`src/hdl/smbc_defs.svh`:
```
// constants of the two-wire bus control block: offsets, fields, counts
// assumes an 8-bit register port with a 2-bit word address
//
// Contract
// RULE1: with scl timeout enabled, timeout timer reloads while scl high
// RULE2: software programs timeout timer for 25 ms and resets bus
// RULE3: bus is free after scl and sda high over 10 source periods
// RULE4: two-bit field picks timer 0, 1, 2 high or 2 low overflow
// RULE5: controller and transmit state read as top two control bits
// RULE6: start and stop flags show conditions seen since last interrupt
// RULE7: start request enters controller mode, start when free, not cleared
// RULE8: stop request in controller mode ends transfer after next ack
// RULE9: start and stop requests together give stop then start
// RULE10: ack bit sets outgoing level as receiver, shows received as sender
// RULE11: acknowledge-needed flag set each time a byte is received
// RULE12: software writes ack bit before clearing the interrupt flag
// RULE13: interrupt cleared without ack write sends a nack
// RULE14: sda follows a written ack at once, scl low until cleared
// RULE15: nacked target address ignores target events until next start
// RULE16: arbitration loss while sending sets the arbitration flag
// RULE17: arbitration flag clears whenever interrupt flag is cleared
// RULE18: interrupt flag set at transfer start, end, bytes, arbitration loss
// RULE19: scl held low while the interrupt flag is set; the code releases scl when the flag is set by arbitration loss or a seen stop
// RULE20: configuration bit enables scl low timeout detection
// RULE21: software clears interrupt flag by writing zero, releasing bus
`ifndef SMBC_DEFS_SVH
`define SMBC_DEFS_SVH

// ==========================================================
// register map
`define SMBC_AW          2
`define SMBC_ADDR_CFG    2'h0
`define SMBC_ADDR_CTRL   2'h1
`define SMBC_ADDR_DATA   2'h2

// ==========================================================
// configuration fields
`define SMBC_CFG_TOE     3
`define SMBC_CFG_FTE     2
`define SMBC_CFG_CS_HI   1
`define SMBC_CFG_CS_LO   0
`define SMBC_CFG_RST     4'h0

// ==========================================================
// control fields
`define SMBC_CTL_STA     5
`define SMBC_CTL_STO     4
`define SMBC_CTL_ACK     1
`define SMBC_CTL_SI      0
`define SMBC_CTRL_RST    8'h00
`define SMBC_DATA_RST    8'h00

// ==========================================================
// bit-rate sources and counts
`define SMBC_SRC_T0      2'h0
`define SMBC_SRC_T1      2'h1
`define SMBC_SRC_T2H     2'h2
`define SMBC_SRC_T2L     2'h3
`define SMBC_FREE_PERIODS 4'ha
`define SMBC_ACK_BIT     4'h8
`define SMBC_LAST_DATA   4'h7

`endif

```
`src/hdl/smbc_pkg.sv`:
```
// types of the two-wire bus control block
// assumes nothing of its surroundings
package smbc_pkg;

  typedef enum {
    ST_IDLE,
    ST_START,
    ST_LOW,
    ST_HIGH,
    ST_HOLD,
    ST_STOP,
    ST_RSTART
  } smbc_state_type;

  typedef struct packed {
    logic scl;
    logic sda;
  } smbc_pins_type;

  typedef struct packed {
    logic master;
    logic tx;
    logic begin_request_flag;
    logic halt_request_flag;
    logic acknowledge_needed_flag;
    logic arbitration_fail_flag;
    logic ack;
    logic si;
  } smbc_ctrl_type;

endpackage

```
`src/hdl/smbc_core.sv`:
```
// two-wire bus control block: timeouts, clock source, control flags
// assumes pins and timer overflow pulses synchronous to clk_sys
`timescale 1ns/1ps
`include "smbc_defs.svh"

module smbc_core
  import smbc_pkg::*;
(
  // clock and reset
  input  wire logic                  clk_sys,
  input  wire logic                  sys_rst,
  // register port
  input  wire logic [`SMBC_AW-1:0]   reg_addr,
  input  wire logic [7:0]            reg_wdata,
  input  wire logic                  reg_wr,
  input  wire logic                  reg_rd,
  output logic      [7:0]            reg_rdata,
  // timer overflow pulses: t0, t1, t2 high, t2 low
  input  wire logic [3:0]            tmr_ovf,
  // scl low timeout timer control
  output logic                       timeout_reload,
  // open-drain bus pins
  input  wire smbc_pins_type         pin_in,
  output smbc_pins_type              pin_out,
  output smbc_pins_type              pin_oe_n
);

  // ==========================================================
  // decoding helpers
  function automatic logic pick_tick(input logic [1:0] sel,
                                     input logic [3:0] ovf);
    logic t;
    t = 1'b0;
    case (sel)
      `SMBC_SRC_T0:  t = ovf[0];
      `SMBC_SRC_T1:  t = ovf[1];
      `SMBC_SRC_T2H: t = ovf[2];
      `SMBC_SRC_T2L: t = ovf[3];
      default:       t = 1'b0;
    endcase
    return t;
  endfunction

  // ==========================================================
  // state
  smbc_state_type state_reg,   state_next;
  smbc_ctrl_type  ctrl_reg,    ctrl_next;
  logic [3:0]     cfg_reg,     cfg_next;
  logic [7:0]     data_reg,    data_next;
  logic [7:0]     shift_reg,   shift_next;
  logic [3:0]     bitcnt_reg,  bitcnt_next;
  logic [3:0]     freecnt_reg, freecnt_next;
  logic           stage_reg,   stage_next;
  logic           scl_drv_reg, scl_drv_next;
  logic           sda_drv_reg, sda_drv_next;
  logic           sta_seen_reg, sta_seen_next;
  logic           sto_seen_reg, sto_seen_next;
  logic           ack_wr_reg,  ack_wr_next;
  logic           addr_ph_reg, addr_ph_next;
  logic           ignore_reg,  ignore_next;
  logic           busy_reg,    busy_next;
  logic           scl_q_reg;
  logic           sda_q_reg;
  logic [7:0]     rdata_reg;
  logic           reload_reg;

  // ==========================================================
  // decode
  wire        wr_cfg   = reg_wr & (reg_addr == `SMBC_ADDR_CFG);
  wire        wr_ctrl  = reg_wr & (reg_addr == `SMBC_ADDR_CTRL);
  wire        wr_data  = reg_wr & (reg_addr == `SMBC_ADDR_DATA);
  // RULE21: clear by zero write
  wire        si_clr   = wr_ctrl & ~reg_wdata[`SMBC_CTL_SI] & ctrl_reg.si;
  // RULE4: source select
  wire        tick     = pick_tick(cfg_reg[1:0], tmr_ovf);
  wire        scl_rise = pin_in.scl & ~scl_q_reg;
  wire        scl_fall = ~pin_in.scl & scl_q_reg;
  wire        start_det = pin_in.scl & scl_q_reg & sda_q_reg & ~pin_in.sda;
  wire        stop_det  = pin_in.scl & scl_q_reg & ~sda_q_reg & pin_in.sda;
  // RULE13: nack unless written
  wire        ack_out  = ack_wr_reg & ctrl_reg.ack;
  wire        bus_high = pin_in.scl & pin_in.sda;
  // RULE3: strictly more than ten periods
  wire        free_hit = cfg_reg[`SMBC_CFG_FTE] &
                         (freecnt_reg > `SMBC_FREE_PERIODS);
  // RULE5: role flags on top
  wire [7:0]  ctrl_view = {ctrl_reg.master, ctrl_reg.tx,
                           ctrl_reg.begin_request_flag | sta_seen_reg,
                           ctrl_reg.halt_request_flag | sto_seen_reg,
                           ctrl_reg.acknowledge_needed_flag, ctrl_reg.arbitration_fail_flag,
                           ctrl_reg.ack, ctrl_reg.si};
  wire [7:0]  rd_mux =
    (reg_addr == `SMBC_ADDR_CFG)  ? {4'h0, cfg_reg} :
    (reg_addr == `SMBC_ADDR_CTRL) ? ctrl_view :
    (reg_addr == `SMBC_ADDR_DATA) ? shift_reg : 8'h00;

  // ==========================================================
  // next state
  always_comb
  begin
    state_next    = state_reg;
    ctrl_next     = ctrl_reg;
    cfg_next      = cfg_reg;
    data_next     = data_reg;
    shift_next    = shift_reg;
    bitcnt_next   = bitcnt_reg;
    freecnt_next  = freecnt_reg;
    stage_next    = stage_reg;
    scl_drv_next  = scl_drv_reg;
    sda_drv_next  = sda_drv_reg;
    sta_seen_next = sta_seen_reg;
    sto_seen_next = sto_seen_reg;
    ack_wr_next   = ack_wr_reg;
    addr_ph_next  = addr_ph_reg;
    ignore_next   = ignore_reg;
    busy_next     = busy_reg;

    // software writes
    if (wr_cfg)
      cfg_next = reg_wdata[3:0];
    if (wr_data)
      data_next = reg_wdata;
    if (wr_ctrl)
    begin
      ctrl_next.begin_request_flag = reg_wdata[`SMBC_CTL_STA];
      ctrl_next.halt_request_flag = reg_wdata[`SMBC_CTL_STO];
      // RULE10: outgoing ack level
      ctrl_next.ack = reg_wdata[`SMBC_CTL_ACK];
      ctrl_next.si  = reg_wdata[`SMBC_CTL_SI] | ctrl_reg.si;
      ack_wr_next   = 1'b1;
    end
    if (si_clr)
    begin
      ctrl_next.si      = 1'b0;
      // RULE17: cleared with interrupt
      ctrl_next.arbitration_fail_flag = 1'b0;
      sta_seen_next     = 1'b0;
      sto_seen_next     = 1'b0;
    end

    // RULE6: conditions seen since interrupt
    if (start_det)
      sta_seen_next = 1'b1;
    if (stop_det)
      sto_seen_next = 1'b1;

    // RULE3: free timeout counting
    if (!bus_high)
      freecnt_next = 4'h0;
    else if (tick && !free_hit)
      freecnt_next = freecnt_reg + 4'h1;
    if (start_det)
      busy_next = 1'b1;
    else if (stop_det || free_hit)
      busy_next = 1'b0;

    case (state_reg)
      ST_IDLE:
      begin
        // RULE7: start once bus free
        if (ctrl_reg.begin_request_flag && !busy_reg)
        begin
          state_next   = ST_START;
          sda_drv_next = 1'b1;
        end
      end
      ST_START:
      begin
        if (tick)
        begin
          // RULE18: start of transfer
          scl_drv_next     = 1'b1;
          state_next       = ST_HOLD;
          ctrl_next.si     = 1'b1;
          ctrl_next.master = 1'b1;
          ctrl_next.tx     = 1'b1;
          addr_ph_next     = 1'b1;
        end
      end
      ST_LOW:
      begin
        scl_drv_next = ctrl_reg.master & scl_drv_reg & ~tick;
        if (scl_rise)
        begin
          state_next = ST_HIGH;
          if (bitcnt_reg != `SMBC_ACK_BIT)
          begin
            shift_next = {shift_reg[6:0], pin_in.sda};
            // RULE16: lost while sending
            if (ctrl_reg.tx && !sda_drv_reg && !pin_in.sda)
            begin
              ctrl_next.arbitration_fail_flag = 1'b1;
              ctrl_next.si      = 1'b1;
              ctrl_next.master  = 1'b0;
              sda_drv_next      = 1'b0;
              scl_drv_next      = 1'b0;
              state_next        = ST_IDLE;
            end
          end
          else if (ctrl_reg.tx)
            // RULE10: received ack level
            ctrl_next.ack = ~pin_in.sda;
        end
      end
      ST_HIGH:
      begin
        if (ctrl_reg.master ? tick : scl_fall)
        begin
          scl_drv_next = ctrl_reg.master;
          state_next   = ST_LOW;
          if (bitcnt_reg != `SMBC_ACK_BIT)
          begin
            bitcnt_next  = bitcnt_reg + 4'h1;
            sda_drv_next = 1'b0;
            if (ctrl_reg.tx && bitcnt_reg != `SMBC_LAST_DATA)
              sda_drv_next = ~shift_reg[7];
            if (!ctrl_reg.tx && bitcnt_reg == `SMBC_LAST_DATA)
            begin
              // RULE11: byte received
              ctrl_next.acknowledge_needed_flag = 1'b1;
              ctrl_next.si    = 1'b1;
              ack_wr_next     = 1'b0;
              scl_drv_next    = 1'b1;
              state_next      = ST_HOLD;
            end
          end
          else
          begin
            bitcnt_next  = 4'h0;
            sda_drv_next = 1'b0;
            if (addr_ph_reg && !ctrl_reg.master)
            begin
              addr_ph_next = 1'b0;
              if (!sda_drv_reg)
              begin
                // RULE15: nacked address
                ignore_next = 1'b1;
                state_next  = ST_IDLE;
              end
              else if (shift_reg[0])
              begin
                ctrl_next.tx = 1'b1;
                ctrl_next.si = 1'b1;
                scl_drv_next = 1'b1;
                state_next   = ST_HOLD;
              end
            end
            else if (addr_ph_reg || ctrl_reg.tx)
            begin
              addr_ph_next = 1'b0;
              if (addr_ph_reg)
                ctrl_next.tx = ~shift_reg[0];
              if (!ctrl_reg.master && !ctrl_reg.ack)
                state_next = ST_IDLE;
              else
              begin
                // RULE18: after byte frame
                ctrl_next.si = 1'b1;
                scl_drv_next = 1'b1;
                state_next   = ST_HOLD;
              end
            end
            else if (ctrl_reg.master && ctrl_reg.halt_request_flag)
            begin
              // RULE8: stop after ack
              sda_drv_next = 1'b1;
              stage_next   = 1'b0;
              state_next   = ST_STOP;
            end
            else if (ctrl_reg.master && ctrl_reg.begin_request_flag)
            begin
              stage_next = 1'b0;
              state_next = ST_RSTART;
            end
          end
        end
      end
      ST_HOLD:
      begin
        // RULE19: stall while flag set
        scl_drv_next = 1'b1;
        // RULE14: ack level at once
        if (ctrl_reg.acknowledge_needed_flag)
          sda_drv_next = ack_out;
        if (si_clr)
        begin
          state_next = ST_LOW;
          if (ctrl_reg.acknowledge_needed_flag)
            ctrl_next.acknowledge_needed_flag = 1'b0;
          else if (ctrl_reg.master && ctrl_next.halt_request_flag)
          begin
            // RULE9: stop before start
            sda_drv_next = 1'b1;
            stage_next   = 1'b0;
            state_next   = ST_STOP;
          end
          else if (ctrl_reg.master && ctrl_next.begin_request_flag)
          begin
            sda_drv_next = 1'b0;
            stage_next   = 1'b0;
            state_next   = ST_RSTART;
          end
          else
          begin
            bitcnt_next  = 4'h0;
            shift_next   = data_reg;
            sda_drv_next = ctrl_reg.tx & ~data_reg[7];
          end
        end
      end
      ST_STOP:
      begin
        if (tick && !stage_reg)
        begin
          scl_drv_next = 1'b0;
          stage_next   = 1'b1;
        end
        else if (tick)
        begin
          sda_drv_next     = 1'b0;
          ctrl_next.master = 1'b0;
          ctrl_next.halt_request_flag    = 1'b0;
          state_next       = ST_IDLE;
        end
      end
      ST_RSTART:
      begin
        sda_drv_next = 1'b0;
        if (tick && !stage_reg)
        begin
          scl_drv_next = 1'b0;
          stage_next   = 1'b1;
        end
        else if (tick)
        begin
          sda_drv_next = 1'b1;
          state_next   = ST_START;
        end
      end
      default:
        state_next = ST_IDLE;
    endcase

    // target side reacts to bus conditions
    if (!ctrl_reg.master && state_reg != ST_START)
    begin
      if (start_det)
      begin
        // RULE15: start ends ignoring
        ignore_next  = 1'b0;
        addr_ph_next = 1'b1;
        ctrl_next.tx = 1'b0;
        bitcnt_next  = 4'h0;
        sda_drv_next = 1'b0;
        scl_drv_next = 1'b0;
        state_next   = ST_LOW;
      end
      else if (stop_det && state_reg != ST_IDLE)
      begin
        // RULE18: end of transfer
        ctrl_next.si = 1'b1;
        sda_drv_next = 1'b0;
        scl_drv_next = 1'b0;
        state_next   = ST_IDLE;
      end
    end
  end

  // ==========================================================
  // registers
  always_ff @(posedge clk_sys)
  begin
    if (sys_rst)
    begin
      state_reg    <= ST_IDLE;
      ctrl_reg     <= smbc_ctrl_type'(`SMBC_CTRL_RST);
      cfg_reg      <= `SMBC_CFG_RST;
      data_reg     <= `SMBC_DATA_RST;
      shift_reg    <= 8'h00;
      bitcnt_reg   <= 4'h0;
      freecnt_reg  <= 4'h0;
      stage_reg    <= 1'b0;
      scl_drv_reg  <= 1'b0;
      sda_drv_reg  <= 1'b0;
      sta_seen_reg <= 1'b0;
      sto_seen_reg <= 1'b0;
      ack_wr_reg   <= 1'b0;
      addr_ph_reg  <= 1'b0;
      ignore_reg   <= 1'b0;
      // bus state unknown after reset: busy until seen free
      busy_reg     <= 1'b1;
    end
    else
    begin
      state_reg    <= state_next;
      ctrl_reg     <= ctrl_next;
      cfg_reg      <= cfg_next;
      data_reg     <= data_next;
      shift_reg    <= shift_next;
      bitcnt_reg   <= bitcnt_next;
      freecnt_reg  <= freecnt_next;
      stage_reg    <= stage_next;
      scl_drv_reg  <= scl_drv_next;
      sda_drv_reg  <= sda_drv_next;
      sta_seen_reg <= sta_seen_next;
      sto_seen_reg <= sto_seen_next;
      ack_wr_reg   <= ack_wr_next;
      addr_ph_reg  <= addr_ph_next;
      ignore_reg   <= ignore_next;
      busy_reg     <= busy_next;
    end
  end

  // ==========================================================
  // pin sampling, read port, outputs
  always_ff @(posedge clk_sys)
  begin
    if (sys_rst)
    begin
      scl_q_reg  <= 1'b1;
      sda_q_reg  <= 1'b1;
      rdata_reg  <= 8'h00;
      reload_reg <= 1'b0;
    end
    else
    begin
      scl_q_reg  <= pin_in.scl;
      sda_q_reg  <= pin_in.sda;
      rdata_reg  <= reg_rd ? rd_mux : 8'h00;
      // RULE1: reload while scl high
      // RULE20: gated by enable
      reload_reg <= cfg_reg[`SMBC_CFG_TOE] & pin_in.scl;
    end
  end

  assign reg_rdata      = rdata_reg;
  assign timeout_reload = reload_reg;
  assign pin_out        = '{scl: 1'b0, sda: 1'b0};
  assign pin_oe_n.scl   = ~scl_drv_reg;
  assign pin_oe_n.sda   = ~sda_drv_reg;

endmodule

```
`config.mk`:
```
export PLATFORM = sky130hd
export DESIGN_NAME = smbc_core
export DESIGN_NICKNAME = d
export VERILOG_FILES = /design/src/hdl/smbc_pkg.sv /design/src/hdl/smbc_core.sv
export VERILOG_INCLUDE_DIRS = /design/src /design/src/hdl
export SDC_FILE = /design/constraint.sdc
export NUM_CORES = 1
export LEC_CHECK = 0
export BUFFER_PORTS_ARGS = -buffer_cell sky130_fd_sc_hd__buf_2
export CAP_MARGIN = 20
export CELL_PAD_IN_SITES_DETAIL_PLACEMENT = 0
export CELL_PAD_IN_SITES_GLOBAL_PLACEMENT = 1
export CORE_ASPECT_RATIO = 0.75
export CORE_MARGIN = 4
export CORE_UTILIZATION = 30
export DETAILED_ROUTE_END_ITERATION = 10
export PLACE_DENSITY = 0.59
export REMOVE_ABC_BUFFERS = 1
export SLEW_MARGIN = 30
export SYNTH_ARGS = -nofsm -noshare
export SYNTH_HDL_FRONTEND = slang
export SYNTH_SLANG_ARGS = --single-unit
```
`constraint.sdc`:
```
create_clock -name clk_sys -period 7.05 [get_ports clk_sys]
set_clock_uncertainty 0.2 [all_clocks]
set_input_delay 1.0575 -clock clk_sys [delete_from_list [all_inputs] [get_ports clk_sys]]
set_output_delay 1.0575 -clock clk_sys [all_outputs]
set_load 0.01 [all_outputs]
```
==> run metrics, run 1 <==
Clock Tree Root clkbuf_16; P per Cell Area 231.6 nW/um^2; Final setup viols 0; port bufs 30; fmax 306.9 MHz; reg2reg end bitcnt_reg[2]; hold_sp data_reg[1]; Final TNS setup 0 ns; worst slew pin tran 0.8994 ns; critical path required time roughly 7.1 ns; highest routed metal layer met4; Die H roughly 110 um; reg2reg start state_reg[1]; clk buf depth 2; crit path DAT 3.33 ns; FP Rows 36; Routed Wire Length 11.64 mm; count of different cell masters after synthesis 65; leading area contributor after synthesis dfxtp_1; Layout Nets 519; largest net degree at the start of global routing 43; core footprint roughly 13000 sq um; total track usage 15.50%; Final Hold Fails 0; # IOs 33; Max-Slew Margin vs Limit 39.71%; Die Footprint 15220 sq um; Die Wd 141.1 um; wl on met1 6.181 mm; First-pass DRT Iterations 5; Async SR Flop Fraction 0%; fin crit share 46.23%; fin crit period approximately 3.3 ns; RSZ-0062 raised after global routing false; post-route ant nets 0; post-layout total power 0.001085 W; Yosys top cell area share 43.69%; Syn. warnings 0; crit-path max FO 13; drc violations 0; number of synthesized flops with an enable pin 0; syn avg cell area 8.800 sq um; Setup crit start kind register; CTS H-Tree Depth 3; first-pass GRT wire length 18.33 mm; part of the Yosys area used for sequential elements 43.69%; CTS Buf Count 9; Worst Reg-to-Reg Cells 5; worst-skew pair later-pin latency 0.35 ns; n_diodes 0; Post-Syn Area between 3000 and 4000 sq um; Hold EP data_reg[1]; Layout area overhead 17.55%; vias in the first global route 3226; Clock transition at path regs about 0.06 ns; met2 WL post-DR 4.636 mm; commonest non-fill, non-tap cells in the layout dfxtp_1 (87), nor2_1 (38), conb_1 (31); hold depth 2; LEAKAGE approximately 1.7 nW; drt wl/cell around 17 um; critical path type register to register; clk sinks a little under 90; Worst R2R Setup Slack 3.79 ns; top_reg_cell synth dfxtp_1; Initial Utilization a little over 30%; max FFs per register 32; Post-CTS Setup Inserts 0; final RePlAce weighted congestion 0.8349; status finished clean; CTS Hold Bufs 0; worst vdd ir around 130 uV; Iter 0 DRT Violations 416; max cap viols 0; top post-synthesis cells by area dfxtp_1 (44%), a21oi_1 (3.6%), nor2_1 (3.6%), mux2i_1 (3.3%), nor3_1 (2.8%); flops & latches, synth 87; CTS resizes 0; GRT overflow 0; Setup crit end kind register; Slew Viols, Final 0; clock tree from TritonCTS yes; DR vias/cell 5.314; most common cell after layout, fill and taps aside dfxtp_1; routed wl met3 677 um; via count 3566; Post-DP HPWL 8.433 mm; fraction of final layout cells with drive strength greater than 1 13.00%; Syn Inst Count 453; initial antenna violation count 0; Hold Crit Class register to register
## worst max-delay path, stage by stage, from the launching register on
cell and delay [ns]:
dfxtp_1 0.63, nor4bb_1 0.70, or4b_1 0.67, or3_4 0.42, or4_1 0.41, a21oi_1 0.16
## metrics by stage
stage          worst slack (ns)  hold slack [ns]  instance area, sq um  std cells  util [%]
3_5_place_dp              3.453           0.2593                  4362        655     33.51
6_report                  3.791           0.2667                  4686        671     36.00
4_1_cts                   3.820           0.2682                  4686        671     36.00
5_1_grt                   3.656           0.2926                  4686        671     36.00
2_1_floorplan             4.078           0.2271                  3963        450         -
3_3_place_gp              3.582           0.2558                  4362        655     33.51
## where the power goes
part            total, W  switching [W]  internal (W)  leakage, nW
clock network   0.000519       0.000199      0.000320        0.156
logic          0.0000509      0.0000321     0.0000187        0.796
registers       0.000515     0.00000868      0.000506        0.714
## Yosys cell counts (3+ instances only)
cell and number:
o31ai_1 5, or3_1 4, a31oi_1 5, or4_1 6, nor4_1 14, nand2b_1 7
buf_1 4, dfxtp_1 87, and2_1 3, ha_1 4, a211oi_1 10, a221oi_1 9
a211o_1 3, nand4_1 5, nor2_1 38, a21oi_1 29, or2_2 4, nor4b_1 3
o211ai_1 3, or4b_2 3, inv_1 13, and4_1 3, nand3_1 18, buf_2 4
nor3_1 22, clkbuf_1 23, nor2b_1 6, a21boi_0 8, nand3b_1 5, and3b_1 3
o21ai_0 11, a22oi_1 4, nand2_1 26, mux2i_1 13, and3_1 6, o41ai_1 3
## worst max-delay path by stage
stage,startpoint,end,slack [ns],cells past startpoint
finish,state_reg[1],bitcnt_reg[2],3.79,5
global route,tmr_ovf[3],state_reg[2],3.66,6
CTS,tmr_ovf[3],state_reg[2],3.82,6
detailed placement,tmr_ovf[3],state_reg[2],3.45,6
global placement,tmr_ovf[3],state_reg[2],3.58,6
floorplan,tmr_ovf[3],ctrl_reg[6],4.08,5
## cell families after synthesis
| logic type | Yosys count | synth area share [%] |
|---|---|---|
| simple gates | 189 | 26.77 |
| compound gates | 107 | 18.55 |
| flops | 87 | 43.69 |
| buf+inv | 46 | 4.645 |
| mux | 15 | 4.112 |
| fa+ha+maj | 4 | 1.256 |
| xor+xnor | 4 | 0.8790 |
| other cells | 1 | 0.09407 |
## area by class of cell
type | count | area, sq um
clock buffers | 11 | 242.7
clock inverters | 5 | 81.33
fillers | 1361 | 8332
inverters | 13 | 48.80
multi-input cells | 350 | 2177
flip-flops and latches | 87 | 1742
well taps | 171 | 214.0
repair buffers | 34 | 180.2
## metal layers
metal	up-vias	global-route usage, %
li1	1737	-
met1	1698	23.66
met2	118	21.24
met3	13	3.641
met4	0	4.495
met5	-	0
Power figures use the tool's default switching activity.
==> run 2, diff against run 1 <==
==> constraint.sdc (replaced) <==
create_clock -name clk_sys -period 3.11 [get_ports clk_sys]
set_clock_uncertainty 0.2 [all_clocks]
set_input_delay 0.4665 -clock clk_sys [delete_from_list [all_inputs] [get_ports clk_sys]]
set_output_delay 0.4665 -clock clk_sys [all_outputs]
set_load 0.01 [all_outputs]
==> run 2 against run 1 <==
Against the previous run:
- non-clock buffer count up 25
- die area unchanged
- register-to-register slack worse by 3.5 ns
- global-route usage up 0.70 points
- via count up 1.1%
- clock-buffer cell count down 1
- routed wire length up 1.4%
- sequential share of layout area down 1.2 points
- cell area up 3.3%
- critical path type unchanged
- critical endpoint is now shift_reg[6]
==> run metrics, run 2 (synthesized netlist as in run 1, its figures left out) <==
first-pass GRT wire length 19.22 mm (was 18.33 mm); Iter 0 DRT Violations 359 (was 416); Max stage delay cell, worst path or4_1 (was nor4bb_1); final worst slack 0.2466 ns (was 3.791 ns); worst slew pin tran 0.8413 ns (was 0.8994 ns); Clock Tree Root clkbuf_16 (unchanged); core footprint 13020 sq um (unchanged); post-route ant nets 0 (unchanged); Die Wd 141.1 um (unchanged); worst-skew pair later-pin latency 0.34 ns (was 0.35 ns); Die H 107.8 um (unchanged); DR vias/cell 5.182 (was 5.314); final RePlAce weighted congestion 0.9076 (was 0.8349); Layout area overhead 21.41% (was 17.55%); Final Hold Fails 0 (unchanged); P per Cell Area 475.4 nW/um^2 (was 231.6 nW/um^2); fin crit share 92.07% (was 46.23%); Final TNS setup 0 ns (unchanged); FP Rows 36 (unchanged); WP buf/inv 0 (unchanged); critical path required time 3.10 ns (was 7.12 ns); Layout Nets 544 (was 519); clk buf depth 2 (unchanged); hold_ws 0.1698 ns (was 0.2667 ns); Hold Crit Class input port to register (was register to register); n_diodes 0 (unchanged); # IOs 33 (unchanged); drc violations 0 (unchanged); delay of the slowest critical-path stage 0.73 ns (was 0.70 ns); fmax 349.2 MHz (was 306.9 MHz); First-pass DRT Iterations 5 (unchanged); CTS H-Tree Depth 3 (unchanged); crit path DAT 2.86 ns (was 3.33 ns); Post-DP HPWL 8.734 mm (was 8.433 mm); GRT overflow 0 (unchanged); fillcell total 1340 (was 1361); largest net degree at the start of global routing 43 (unchanged); design area 4840 sq um (was 4686 sq um); Placement Setup Slack 0.2659 ns (was 3.453 ns); port bufs 30 (unchanged); Max-Slew Margin vs Limit 43.91% (was 39.71%); max cap viols 0 (unchanged); Final setup viols 0 (unchanged); Die Footprint 15220 sq um (unchanged); clock tree from TritonCTS yes (unchanged); Setup crit end kind register (unchanged); Slew Viols, Final 0 (unchanged); Routed Wire Length 11.80 mm (was 11.64 mm); Setup crit start kind register (unchanged); crit-path max FO 8 (was 13); status finished clean (unchanged); CTS Hold Bufs 0 (unchanged); total track usage 16.20% (was 15.50%); Initial Utilization 30.62% (unchanged); register area 1742 sq um (unchanged); Multi-input gate area 2172 sq um (was 2177 sq um); via count 3607 (was 3566); fraction of final layout cells with drive strength greater than 1 17.14% (was 13.00%); CTS resizes 0 (unchanged); most common cell after layout, fill and taps aside dfxtp_1 (unchanged); Clock transition at path regs 0.06 ns (about the same); initial antenna violation count 0 (unchanged); Post-CTS Setup Inserts 0 (unchanged); max FFs per register 32 (unchanged); cell family with most CP delay simple AND/OR/NAND/NOR gates (unchanged); LEAKAGE 1.770 nW (was 1.666 nW); clk sinks 87 (unchanged); worst-path cell chain or4_4 -> or3_1 -> or4_1 -> a221oi_1 -> nor3_1 (was nor4bb_1 -> or4b_1 -> or3_4 -> or4_1 -> a21oi_1); worst vdd ir 255.6 uV (was 125.5 uV); utilization after layout 37.18% (was 36.00%); drt wl/cell 16.95 um (was 17.35 um); commonest non-fill, non-tap cells in the layout dfxtp_1 (87), nor2_1 (38), conb_1 (31) (unchanged); RSZ-0062 raised after global routing false (unchanged); critical path type register to register (unchanged); vias in the first global route 3464 (was 3226); CTS Buf Count 9 (unchanged); fin crit period 2.863 ns (was 3.259 ns); placed inst area 4557 sq um (was 4362 sq um)
==> run 2: cell types whose count changed in the layout (fill, tap and decap cells not counted) <==
cell / before / now
clkinvlp_4: 1 / 4
clkinv_4: 1 / 0
nor3_1: 21 / 22
buf_12: 0 / 1
inv_6: 0 / 1
bufinv_16: 2 / 0
clkbuf_1: 1 / 0
buf_4: 4 / 28
nor3_2: 2 / 1
==> run 2: power breakdown <==
part	leakage, nW	switching [W]	total, W	internal [W]
Clock	0.127	0.000447	0.00101	0.000564
Sequential	0.714	0.0000193	0.00117	0.00115
Combinational	0.929	0.0000745	0.000122	0.0000479
Total	1.77	0.000541	0.00230	0.00176
==> run 2: layout make-up <==
cell class / instances / area share (%)
timing repair buffer: 59 / 7.859
sequential: 87 / 35.99
tap: 171 / 4.421
clock inverter: 6 / 0.9049
multi-input combinational: 350 / 44.88
inverter: 13 / 1.008
clock buffer: 10 / 4.938
==> run 2: worst paths after layout <==
path / startpoint / to / slack, ns / depth (start not counted)
hold / removal: reg_wdata[6] / data_reg[6] / 0.17 / 3
setup reg to reg: state_reg[15] / shift_reg[6] / 0.25 / 5
hold reg to reg: data_reg[1] / data_reg[1] / 0.26 / 2
setup / recovery: state_reg[15] / shift_reg[6] / 0.25 / 5
==> run 2: through the flow <==
stage / power [W] / cells
2_1_floorplan: 0.001249 / 450
3_3_place_gp: 0.001314 / 680
3_5_place_dp: 0.001315 / 680
4_1_cts: 0.002340 / 696
5_1_grt: 0.002404 / 696
6_report: 0.002301 / 696
==> run 2: tightest hold or removal path, stage by stage <==
cell	delay, ns
buf_2	0.09
nand3_1	0.05
a21oi_1	0.05
==> run 2: metal layers <==
layer,vias up,GRT usage (%),wire [um]
li1,1790,-,-
met1,1680,24.71,6111
met2,123,22.30,4773
met3,14,3.686,740
met4,0,4.772,172
met5,-,0,0
